[src/verilog/isw_pkg.sv]
/*
  Constants shared by the sub-word access and register move decoder:
  register map, field positions, reset values and encodings.
  Assumes a single 40 MHz core clock and a word-addressed register port.
*/
// Summary of operation
// - condition all ones means unconditional access
// - sub-word transfer is 48-bit, no compute
// - sub-word options need byte-space index
// - non byte-space index raises illegal interrupt
// - byte load zero-extends, store writes low byte
// - short load zero-extends, store writes low half
// - signed options load only, sign-extend
// - short load: lower address is low byte
// - result in bits 39..8, low byte cleared
// - index update adds modifier times access size
// - second element offset k: 1, 2, 4, broadcast 0
// - broadcast on index 1/9: no second offset
// - SISD: condition on first element only
// - SIMD: each element uses own condition
// - SIMD move also moves complementary registers
// - move compute runs in parallel, both elements
// - SIMD non-complementary move needs both conditions
// - g selects memory, d direction, u modify order
// - size bit byte/short, load adds extension bit
// - zero compute field means none, ones unconditional
// - post-modify addresses unmodified, then writes back
package isw_pkg;

  // ----------------------------------------------------------------
  // register map (word addresses)
  // ----------------------------------------------------------------
  localparam logic [7:0] REG_INDEX_BASE = 8'h00;
  localparam logic [7:0] REG_CTRL = 8'h10;
  localparam logic [7:0] REG_STATUS = 8'h11;
  localparam logic [7:0] REG_BYTE_BASE = 8'h12;

  // ----------------------------------------------------------------
  // fields and reset values
  // ----------------------------------------------------------------
  localparam int CTRL_SIMD_BIT = 0;
  localparam int CTRL_BCAST1_BIT = 1;
  localparam int CTRL_BCAST9_BIT = 2;
  localparam int STAT_BUSY_BIT = 0;
  localparam int STAT_ILLEGAL_BIT = 1;
  localparam int STAT_EXEC_X_BIT = 2;
  localparam int STAT_EXEC_Y_BIT = 3;
  localparam logic [2:0] CTRL_RESET = 3'h0;
  localparam logic [31:0] BYTE_BASE_RESET = 32'h8000_0000;
  localparam logic [31:0] INDEX_RESET = 32'h0000_0000;

  // ----------------------------------------------------------------
  // encodings
  // ----------------------------------------------------------------
  localparam logic [4:0] COND_ALWAYS = 5'h1f;
  localparam logic [38:0] COMPUTE_NONE = 39'h00_0000_0000;
  localparam logic [3:0] INDEX_BCAST1 = 4'h1;
  localparam logic [3:0] INDEX_BCAST9 = 4'h9;
  localparam logic [2:0] K_NORMAL = 3'h1;
  localparam logic [2:0] K_SHORT = 3'h2;
  localparam logic [2:0] K_BYTE = 3'h4;
  localparam logic [2:0] K_BCAST = 3'h0;

  typedef enum logic [1:0] {
    ISW_IDLE = 2'b00,
    ISW_ISSUE = 2'b01,
    ISW_CAPT = 2'b11,
    ISW_WB = 2'b10
  } isw_state_t;

endpackage

[src/verilog/isw_decoder.sv]
/*
  Decoder and executor for the conditional index-relative sub-word
  memory transfer and the conditional universal-register move.
  Assumes memory answers a byte read while its strobe stands,
  and that condition results arrive already evaluated per element.
*/
// The plain strobed port and the placing of the registers are this design's own decisions.
module isw_decoder (
  // clock and reset
  input wire logic sys_clk,
  input wire logic reset_n,
  // register port
  input wire logic [7:0] reg_addr,
  input wire logic [31:0] reg_wdata,
  input wire logic reg_wr,
  input wire logic reg_rd,
  output logic [31:0] reg_rdata,
  // instruction issue
  input wire logic instr_valid,
  input wire logic instr_is_move,
  input wire logic [4:0] instr_cond,
  input wire logic instr_g,
  input wire logic instr_d,
  input wire logic instr_u,
  input wire logic instr_size,
  input wire logic instr_sext,
  input wire logic [5:0] instr_imm6,
  input wire logic [2:0] instr_ireg,
  input wire logic [3:0] instr_dreg,
  input wire logic [38:0] instr_compute,
  input wire logic [6:0] move_dst,
  input wire logic [6:0] move_src,
  input wire logic move_dst_compl,
  output logic instr_ready,
  // condition results per element
  input wire logic cond_true_x,
  input wire logic cond_true_y,
  // store data from register file
  input wire logic [31:0] store_data_x,
  input wire logic [31:0] store_data_y,
  // memory port
  output logic mem_sel,
  output logic [31:0] mem_addr,
  output logic mem_rd,
  output logic mem_wr,
  output logic [7:0] mem_wdata,
  input wire logic [7:0] mem_rdata,
  // register file writeback
  output logic rf_wr_x,
  output logic rf_wr_y,
  output logic [3:0] rf_waddr,
  output logic [39:0] rf_wdata_x,
  output logic [39:0] rf_wdata_y,
  // register move and compute strobes, illegal space interrupt
  output logic move_x,
  output logic move_y,
  output logic [6:0] move_dst_out,
  output logic [6:0] move_src_out,
  output logic compute_x,
  output logic compute_y,
  output logic illegal_space_irq
);

  // ----------------------------------------------------------------
  // declarations
  // ----------------------------------------------------------------
  isw_pkg::isw_state_t st_q;
  logic [31:0] index_q [16];
  logic [2:0] ctrl_q;
  logic [31:0] byte_base_q;
  logic illegal_flag_q;
  logic exec_x_q, exec_y_q;
  logic simd_q, short_q, sext_q, store_q;
  logic el_q, byte_q;
  logic [31:0] addr_x_q, addr_y_q;
  logic [15:0] asm_x_q, asm_y_q;
  logic [31:0] st_x_q, st_y_q;
  logic take, take_acc, take_mov;
  logic uncond, ex_x, ex_y, any_ex;
  logic [3:0] idx;
  logic [31:0] ival, scaled, modified;
  logic bcast;
  logic [2:0] k;
  logic in_byte_space;
  logic last_step;
  logic [31:0] step_addr;
  logic [7:0] step_wdata;

  assign take = instr_valid && instr_ready;
  assign take_acc = take && !instr_is_move;
  assign take_mov = take && instr_is_move;
  assign uncond = instr_cond == isw_pkg::COND_ALWAYS;
  // sisd looks at the first element only
  assign ex_x = uncond || cond_true_x;
  assign ex_y = ctrl_q[isw_pkg::CTRL_SIMD_BIT] && (uncond || cond_true_y);
  assign any_ex = ex_x || ex_y;
  assign idx = {instr_g, instr_ireg};
  assign ival = index_q[idx];
  // modifier scaled by access size in bytes
  assign scaled = instr_size ? {{25{instr_imm6[5]}}, instr_imm6, 1'b0}
                             : {{26{instr_imm6[5]}}, instr_imm6};
  assign modified = ival + scaled;
  assign bcast = !instr_d && ((idx == isw_pkg::INDEX_BCAST1 && ctrl_q[isw_pkg::CTRL_BCAST1_BIT])
                 || (idx == isw_pkg::INDEX_BCAST9 && ctrl_q[isw_pkg::CTRL_BCAST9_BIT]));
  assign k = bcast ? isw_pkg::K_BCAST : (instr_size ? isw_pkg::K_SHORT : isw_pkg::K_BYTE);
  assign in_byte_space = ival >= byte_base_q;
  assign last_step = (byte_q == short_q) && (el_q || !exec_y_q);
  assign step_addr = (el_q ? addr_y_q : addr_x_q) + {31'h0, byte_q};
  assign step_wdata = el_q ? (byte_q ? st_y_q[15:8] : st_y_q[7:0])
                           : (byte_q ? st_x_q[15:8] : st_x_q[7:0]);

  // ----------------------------------------------------------------
  // sequencer
  // ----------------------------------------------------------------
  always_ff @(posedge sys_clk) begin
    if (!reset_n) begin
      st_q <= isw_pkg::ISW_IDLE;
    end else begin
      case (st_q)
        isw_pkg::ISW_IDLE: begin
          // the check stops the access before any memory strobe
          if (take_acc && any_ex && in_byte_space) begin
            st_q <= isw_pkg::ISW_ISSUE;
          end
        end
        isw_pkg::ISW_ISSUE: st_q <= isw_pkg::ISW_CAPT;
        isw_pkg::ISW_CAPT: st_q <= last_step ? isw_pkg::ISW_WB : isw_pkg::ISW_ISSUE;
        isw_pkg::ISW_WB: st_q <= isw_pkg::ISW_IDLE;
        default: st_q <= isw_pkg::ISW_IDLE;
      endcase
    end
  end

  always_ff @(posedge sys_clk) begin
    if (!reset_n) begin
      exec_x_q <= 1'b0;
      exec_y_q <= 1'b0;
      simd_q <= 1'b0;
      short_q <= 1'b0;
      sext_q <= 1'b0;
      store_q <= 1'b0;
      addr_x_q <= 32'h0;
      addr_y_q <= 32'h0;
      st_x_q <= 32'h0;
      st_y_q <= 32'h0;
      rf_waddr <= 4'h0;
      mem_sel <= 1'b0;
    end else if (st_q == isw_pkg::ISW_IDLE && take_acc) begin
      exec_x_q <= ex_x;
      exec_y_q <= ex_y;
      simd_q <= ctrl_q[isw_pkg::CTRL_SIMD_BIT];
      short_q <= instr_size;
      sext_q <= instr_sext && !instr_d;
      store_q <= instr_d;
      // post-modify uses the unmodified index
      addr_x_q <= instr_u ? ival : modified;
      addr_y_q <= (instr_u ? ival : modified) + {29'h0, k};
      st_x_q <= store_data_x;
      st_y_q <= store_data_y;
      rf_waddr <= instr_dreg;
      mem_sel <= instr_g;
    end
  end

  always_ff @(posedge sys_clk) begin
    if (!reset_n) begin
      el_q <= 1'b0;
      byte_q <= 1'b0;
    end else if (st_q == isw_pkg::ISW_IDLE) begin
      el_q <= !ex_x;
      byte_q <= 1'b0;
    end else if (st_q == isw_pkg::ISW_CAPT && !last_step) begin
      if (byte_q == short_q) begin
        el_q <= 1'b1;
        byte_q <= 1'b0;
      end else begin
        byte_q <= 1'b1;
      end
    end
  end

  // ----------------------------------------------------------------
  // memory port
  // ----------------------------------------------------------------
  always_ff @(posedge sys_clk) begin
    if (!reset_n) begin
      mem_rd <= 1'b0;
      mem_wr <= 1'b0;
      mem_addr <= 32'h0;
      mem_wdata <= 8'h0;
    end else begin
      // strobes are set in the issue state and stand for one cycle, during the capture state
      mem_rd <= 1'b0;
      mem_wr <= 1'b0;
      if (st_q == isw_pkg::ISW_ISSUE) begin
        mem_rd <= !store_q;
        mem_wr <= store_q;
        mem_addr <= step_addr;
        mem_wdata <= step_wdata;
      end
    end
  end

  always_ff @(posedge sys_clk) begin
    if (!reset_n) begin
      asm_x_q <= 16'h0;
      asm_y_q <= 16'h0;
    end else if (st_q == isw_pkg::ISW_IDLE) begin
      asm_x_q <= 16'h0;
      asm_y_q <= 16'h0;
    end else if (st_q == isw_pkg::ISW_CAPT && !store_q) begin
      // lower address lands in the low byte
      if (!el_q && !byte_q) asm_x_q[7:0] <= mem_rdata;
      if (!el_q && byte_q) asm_x_q[15:8] <= mem_rdata;
      if (el_q && !byte_q) asm_y_q[7:0] <= mem_rdata;
      if (el_q && byte_q) asm_y_q[15:8] <= mem_rdata;
    end
  end

  // ----------------------------------------------------------------
  // register file writeback
  // ----------------------------------------------------------------
  function automatic logic [39:0] isw_extend(input logic [15:0] v, input logic sh,
                                             input logic se);
    logic [31:0] w;
    w = 32'h0;
    if (sh) begin
      w = se ? {{16{v[15]}}, v} : {16'h0, v};
    end else begin
      w = se ? {{24{v[7]}}, v[7:0]} : {24'h0, v[7:0]};
    end
    return {w, 8'h00};
  endfunction

  always_ff @(posedge sys_clk) begin
    if (!reset_n) begin
      rf_wr_x <= 1'b0;
      rf_wr_y <= 1'b0;
      rf_wdata_x <= 40'h0;
      rf_wdata_y <= 40'h0;
    end else begin
      rf_wr_x <= 1'b0;
      rf_wr_y <= 1'b0;
      if (st_q == isw_pkg::ISW_WB && !store_q) begin
        rf_wr_x <= exec_x_q;
        rf_wr_y <= exec_y_q;
        rf_wdata_x <= isw_extend(asm_x_q, short_q, sext_q);
        rf_wdata_y <= isw_extend(asm_y_q, short_q, sext_q);
      end
    end
  end

  // ----------------------------------------------------------------
  // register move with optional compute
  // ----------------------------------------------------------------
  always_ff @(posedge sys_clk) begin
    if (!reset_n) begin
      move_x <= 1'b0;
      move_y <= 1'b0;
      compute_x <= 1'b0;
      compute_y <= 1'b0;
      move_dst_out <= 7'h0;
      move_src_out <= 7'h0;
    end else begin
      move_x <= 1'b0;
      move_y <= 1'b0;
      compute_x <= 1'b0;
      compute_y <= 1'b0;
      if (take_mov) begin
        move_dst_out <= move_dst;
        move_src_out <= move_src;
        if (ctrl_q[isw_pkg::CTRL_SIMD_BIT] && !move_dst_compl) begin
          // a shared destination must not be half written
          move_x <= ex_x && ex_y;
        end else begin
          move_x <= ex_x;
          move_y <= ex_y;
        end
        compute_x <= ex_x && instr_compute != isw_pkg::COMPUTE_NONE;
        compute_y <= ex_y && instr_compute != isw_pkg::COMPUTE_NONE;
      end
    end
  end

  // ----------------------------------------------------------------
  // index registers and illegal event
  // ----------------------------------------------------------------
  always_ff @(posedge sys_clk) begin
    if (!reset_n) begin
      for (int i = 0; i < 16; i++) index_q[i] <= isw_pkg::INDEX_RESET;
    end else if (take_acc && any_ex && in_byte_space && instr_u) begin
      index_q[idx] <= modified;
    end else if (reg_wr && reg_addr[7:4] == isw_pkg::REG_INDEX_BASE[7:4]) begin
      index_q[reg_addr[3:0]] <= reg_wdata;
    end
  end

  always_ff @(posedge sys_clk) begin
    if (!reset_n) begin
      illegal_space_irq <= 1'b0;
    end else begin
      illegal_space_irq <= take_acc && any_ex && !in_byte_space;
    end
  end

  // ----------------------------------------------------------------
  // register port
  // ----------------------------------------------------------------
  always_ff @(posedge sys_clk) begin
    if (!reset_n) begin
      ctrl_q <= isw_pkg::CTRL_RESET;
      byte_base_q <= isw_pkg::BYTE_BASE_RESET;
    end else if (reg_wr && reg_addr == isw_pkg::REG_CTRL) begin
      ctrl_q <= reg_wdata[2:0];
    end else if (reg_wr && reg_addr == isw_pkg::REG_BYTE_BASE) begin
      byte_base_q <= reg_wdata;
    end
  end

  // a new event wins over a clear in the same cycle
  always_ff @(posedge sys_clk) begin
    if (!reset_n) begin
      illegal_flag_q <= 1'b0;
    end else if (illegal_space_irq) begin
      illegal_flag_q <= 1'b1;
    end else if (reg_wr && reg_addr == isw_pkg::REG_STATUS
                 && reg_wdata[isw_pkg::STAT_ILLEGAL_BIT]) begin
      illegal_flag_q <= 1'b0;
    end
  end

  always_ff @(posedge sys_clk) begin
    if (!reset_n) begin
      reg_rdata <= 32'h0;
    end else if (reg_rd) begin
      if (reg_addr[7:4] == isw_pkg::REG_INDEX_BASE[7:4]) begin
        reg_rdata <= index_q[reg_addr[3:0]];
      end else if (reg_addr == isw_pkg::REG_CTRL) begin
        reg_rdata <= {29'h0, ctrl_q};
      end else if (reg_addr == isw_pkg::REG_STATUS) begin
        reg_rdata <= {28'h0, exec_y_q, exec_x_q, illegal_flag_q, st_q != isw_pkg::ISW_IDLE};
      end else if (reg_addr == isw_pkg::REG_BYTE_BASE) begin
        reg_rdata <= byte_base_q;
      end else begin
        reg_rdata <= 32'h0;
      end
    end else begin
      reg_rdata <= 32'h0;
    end
  end

  always_ff @(posedge sys_clk) begin
    if (!reset_n) begin
      instr_ready <= 1'b0;
    end else begin
      // ready drops the cycle after an executed access with a byte-space index is taken
      instr_ready <= (st_q == isw_pkg::ISW_IDLE && !(take_acc && any_ex && in_byte_space))
                     || st_q == isw_pkg::ISW_WB;
    end
  end
endmodule

[config.mk]
export PLATFORM = sky130hd
export DESIGN_NAME = isw_decoder
export DESIGN_NICKNAME = d
export VERILOG_FILES = /design/src/verilog/isw_pkg.sv /design/src/verilog/isw_decoder.sv
export SDC_FILE = /design/constraint.sdc
export NUM_CORES = 2
export LEC_CHECK = 0
export BUFFER_PORTS_ARGS = -buffer_cell sky130_fd_sc_hd__buf_4
export CAP_MARGIN = 20
export CORE_UTILIZATION = 55
export CTS_CLUSTER_DIAMETER = 100
export DETAILED_ROUTE_END_ITERATION = 16
export PLACE_DENSITY = 0.83
export SYNTH_ARGS = -nofsm -noshare
export SYNTH_HDL_FRONTEND = slang
export SYNTH_SLANG_ARGS = --single-unit
[constraint.sdc]
create_clock -name sys_clk -period 5.8 [get_ports sys_clk]
set_input_delay 0 -clock sys_clk [delete_from_list [all_inputs] [get_ports sys_clk]]
set_output_delay 0 -clock sys_clk [all_outputs]
set_load 0.01 [all_outputs]
After elaboration in Yosys (flattened, before gate mapping). Memories as Yosys holds them, arrays and structs flattened. Cells that the tools add are included.

Flip-flop bits (word level): 338. RAM bits: 512. Input port bits: 197. Output and inout port bits: 181. Memories kept: 1.

Memories: index_q (depth 16, bits a word 32, read ports 2, clocked after Yosys merged registers in 0, write ports 16, line isw_decoder.sv:68) `logic [31:0] index_q [16];`.

Add/subtract/negate cells: 3. Magnitude comparators: 1. Equal/unequal tests: 11. Muxes and demuxes: 42. Bitwise operators: 3. Reductions and logical operators: 69.

Operators by type and width (count): 2-to-1 mux 32 bit (14); OR reduction 32 bit (2); nonzero test 39 bit (1); adder 32 x 1 -> 32 bit (1); adder 32 x 3 -> 32 bit (1); adder 32 bit (1); >= comparator 32 bit (1); logical AND 1 bit (31); == test 8 x 5 -> 1 bit, second input constant (3); 2-to-1 mux 8 bit (3); AND reduction 2 bit (10); 2-to-1 mux 1 bit (17); logical NOT 1 bit (11); 2-to-1 mux 4 bit (2); one-hot mux 2 bit (4 select lines) (1); nonzero test 2 bit (4); logical OR 1 bit (6); 2-to-1 mux 3 bit (2); 2-to-1 mux 6 bit (1); == test 5 bit, second input constant (1); == test 2 bit, second input constant (2); == test 4 x 1 -> 1 bit, second input constant (1); == test 4 bit, second input constant (1); logical NOT 4 bit (1); other kinds (8) (11).

Longest topological paths before layout.
Depth in word-level cells: 13. Gate-level depth with buffers: 25.

Worst setup path before layout. No wires, ideal clock.

Path kind: input to register. Start point: input instr_ireg[0]. End point: register addr_y_q[26]. Library setup time: 62 ps. Arrival time: 6334 ps. Path slack: -596 ps. Cell stages on the path: 22. Path through: buf_6 -> buf_6 -> buf_12 -> buf_6 -> buf_6 -> buf_4 -> buf_2 -> buf_2 -> mux4_2 -> mux4_2 -> ha_1 -> fa_1 -> a211oi_1 -> o211ai_1 -> a31oi_1 -> xnor2_1 -> a21oi_1 -> nor4_1 -> nand2_1 -> or4b_4 -> or4b_1 -> nand3_1.

Longest elaborated chain between the ends: 6. Elaborated cells on any way between the ends: 11. Classes of those cells: add/sub: 2; eq/ne: 2; mux: 2; reduce/logical: 4; memory: 1.

Ends and longest elaborated chain: start, declared (line isw_decoder.sv:28) `input wire logic [2:0] instr_ireg,`; branches (longest 5 deep; another with memory read (16 x 32 bit)); adder 32 x 3 -> 32 bit (*) (line isw_decoder.sv:157) `addr_y_q <= (instr_u ? ival : modified) + {29'h0, k};`; end signal, assigned (line isw_decoder.sv:157); end, declared (line isw_decoder.sv:75) `logic [31:0] addr_x_q, addr_y_q;`.

Mark *: on every way between the ends. A chain may end at the register's enable or synchronous reset.

==> flow_summary.ini <==
[worst_setup_path]
worstPathArrival_ns = 6.32
cpPeakStageDelay_ns = 0.59
worst_path_max_delay_cell = mux4_2
worst_ep_required_time_ns = 6.40
crit_path_start_kind = register
crit_family = compound AO/OA/AOI/OAI gates
crit_fanout = 5
cp_cell_sequence = mux4_2 > mux4_2 > ha_1 > fa_1 > a211oi_2 > o21ai_0 > a21oi_2 > a22oi_1 > xnor2_1 > o31ai_1 > buf_4 > and4bb_2 > or4b_4 > or4b_1 > nand3_1
path_common_cell = mux4_2
worstSetupEndpointType = register
crit_buf_inv = 1
critPathKind = register to register

[route]
antenna_left = 0
routed-wl-met2_um = 68900
m1WireLength_um = 46100
vias_per_cell = 6.79
wl_per_cell_um = 28.7
met3_length_um = 22600
drtIter0Drc = 5698
vias = 35700
firstDrtPassIters = 9
drt-total-wl_um = 151000
drc = 0
top_layer = met4

[cells_and_area]
nets = 4421
nFillCells = 4984
fin_cells = 5255
drive_above_1_share_pct = 24.0
area_growth_pct = 19.5

[power_and_ir_drop]
leakagePower_nw = 18.7
p_per_area_nw_per_um2 = 294
ir_drop_uv = 206

[yosys]
synth_top_area_share_pct = 36.1
seq_area_frac_synth_pct = 50.5
yosysMostFrequentCell = nor2_1
syn-instance-count = 3756
synth_top_area_cell = edfxtp_1
synth_edf_count = 512
synth_area_leaders = edfxtp_1 36%, mux4_2 16%, dfxtp_1 14%, nor2_1 6.3%, nand2_1 3.9%
ys_warn_count = 0
synth_area_um2 = 42600
synth_cell_types = 95
synth_top_flop_cell = edfxtp_1
postSynthRegisterBits = 819
synthArstFlopShare_pct = 0
postSynthAreaPerCell_um2 = 11.3
synth_common_cells = 719 x nor2_1, 512 x edfxtp_1, 448 x nand2_1

[placement]
gp_congestion = 1.00
hpwl_um = 91200
place.port_buffers = 329
pre_cts_slack_ns = 0.165
dp.cells = 4970

[clock_network]
clock_sinks = 819
ctsRootBufferMaster = clkbuf_16
cts_buffers = 83
ctsResizeCount = 0
htree_num_levels = 3
postCtsHoldBufs = 129
cts_tree = done
insertion_delay_ns = 0.67
post_cts_buffers = 0
clockBufferDepth = 3
clk_pin_slew_ns = 0.06

[global_routing]
track_usage_pct = 37.8
grt_max_degree = 106
grt_first_pass_wirelength_um = 220000
grt_pass1_vias = 35700
overflow = 0
antenna_found_initial = 3

[flow_run]
drv_cap = 0

[sta]
setup_ws_ns = 0.0854
slew_headroom_pct = 31.8
fmax_mhz = 175
period_minus_slack_ns = 5.71
finalMaxSlewViolations = 0
worst_slew_pin_slew_ns = 1.02
fin_skew_ns = 0.0270
finalSetupViolCount = 0
rsz0062_at_grt = no
finalCritPeriodShare_pct = 98.5
hold_viol_final = 0

[floorplanning]
die_area_um2 = 78600
ios = 378
rows = 101
start_util_pct = 55.8
core_um2 = 76300
fp.dieH_um = 280
die_w_um = 280

[min_path]
hold_class = primary input to register

[outcome]
status = finished clean
-- routing by layer --
metal | track usage, % | vias to the layer above
li1 | - | 14500
met3 | 11.7 | 979
met2 | 59.9 | 3243
met1 | 43.5 | 17000
met4 | 27.3 | 0
met5 | 0 | -
-- tightest hold or removal path: cells and delay by family --
family                 cells  cell delay [ns]
buffers and inverters      2             0.49
and+or+nand+nor            1             0.10
AOI/OAI and AO/OA          1             0.06
-- power breakdown --
group / internal (W) / total, W / switching [W]
combinational: 0.00106 / 0.00281 / 0.00175
clock: 0.00329 / 0.00569 / 0.00240
sequential: 0.00635 / 0.00647 / 0.000125
total: 0.0107 / 0.0150 / 0.00428
-- registers in the layout, indices dropped and copies added (netlist names), 2 cells and up --
signal and cells:
asm_y_q 16, rf_waddr 4, asm_x_q 16, st_x_q 16, move_dst_out 7, move_src_out 7, st_y_q 16, addr_x_q 32
ctrl_q 3, byte_base_q 32, rf_wdata_x 17, index_q 512, st_q 2, addr_y_q 31, mem_wdata 8, reg_rdata 32
rf_wdata_y 17, mem_addr 32
-- placed cells by master (no fill, tap or decap), drive strengths merged, types with 16 or more instances in the layout --
master       synthesis  final
a211oi              36     36
a21o                17     17
a21oi              254    254
a22oi               37     37
and2                16     16
and3                27     27
buf                113    510
clkbuf             228    109
clkinv               2     30
conb                 1     16
dfxtp              307    307
dlygate4sd3          0    129
edfxtp             512    512
ha                  67     67
inv                 54     58
mux2                21     21
mux2i               92     92
mux4               314    314
nand2              448    448
nand3               51     51
nand3b              16     16
nand4               24     24
nor2               719    719
nor2b               17     17
nor3                41     41
nor4                20     20
o21ai               78     78
xnor2               37     37
xor2                29     29
-- final cells by class --
class	instances	area [um2]	area share, %
clock inverters	43	485	0.954
well taps	1030	1290	2.53
clock buffers	108	2360	4.64
flip-flops and latches	819	21500	42.3
diodes	4	10.0	0.0197
repair buffers	640	5670	11.1
multi-input cells	2555	19300	38.0
inverters	56	215	0.423
-- final timing paths --
kind | start | endpoint | slack, ns | cells past startpoint
max | index_q[7][0] | addr_y_q[26] | 0.09 | 15
min | instr_g | mem_sel | 0.04 | 4
max reg2reg | index_q[7][0] | addr_y_q[26] | 0.09 | 15
min reg2reg | mem_addr[13] | mem_addr[13] | 0.45 | 2
-- logic make-up after synthesis --
family                     count (synthesis)  share of synthesized area, %
DFF                                      819                          50.5
buffers and inverters                    397                          4.48
xor gates and xnor gates                  66                          1.36
muxes                                    427                          19.5
and+or+nand+nor                         1439                          14.3
other                                      1                       0.00880
AOI/OAI and AO/OA                        538                          7.80
adders and majority gates                 69                          2.06
-- per-stage QoR --
step / TNS [ns] / hold slack, ns / power [W] / instance area (um2) / utilization [%]
after floorplan: -0.0962 / 0.136 / 0.00818 / 42700 / -
after CTS: 0 / 0.0172 / 0.0148 / 50800 / 66.6
after global routing: 0 / 0.0629 / 0.0153 / 50900 / 66.6
final: 0 / 0.0430 / 0.0150 / 50900 / 66.7
after global placement: 0 / 0.246 / 0.00909 / 46700 / 61.2
after detailed placement: 0 / 0.257 / 0.00915 / 46700 / 61.2
Note: power is estimated with default switching activity, not from simulation.
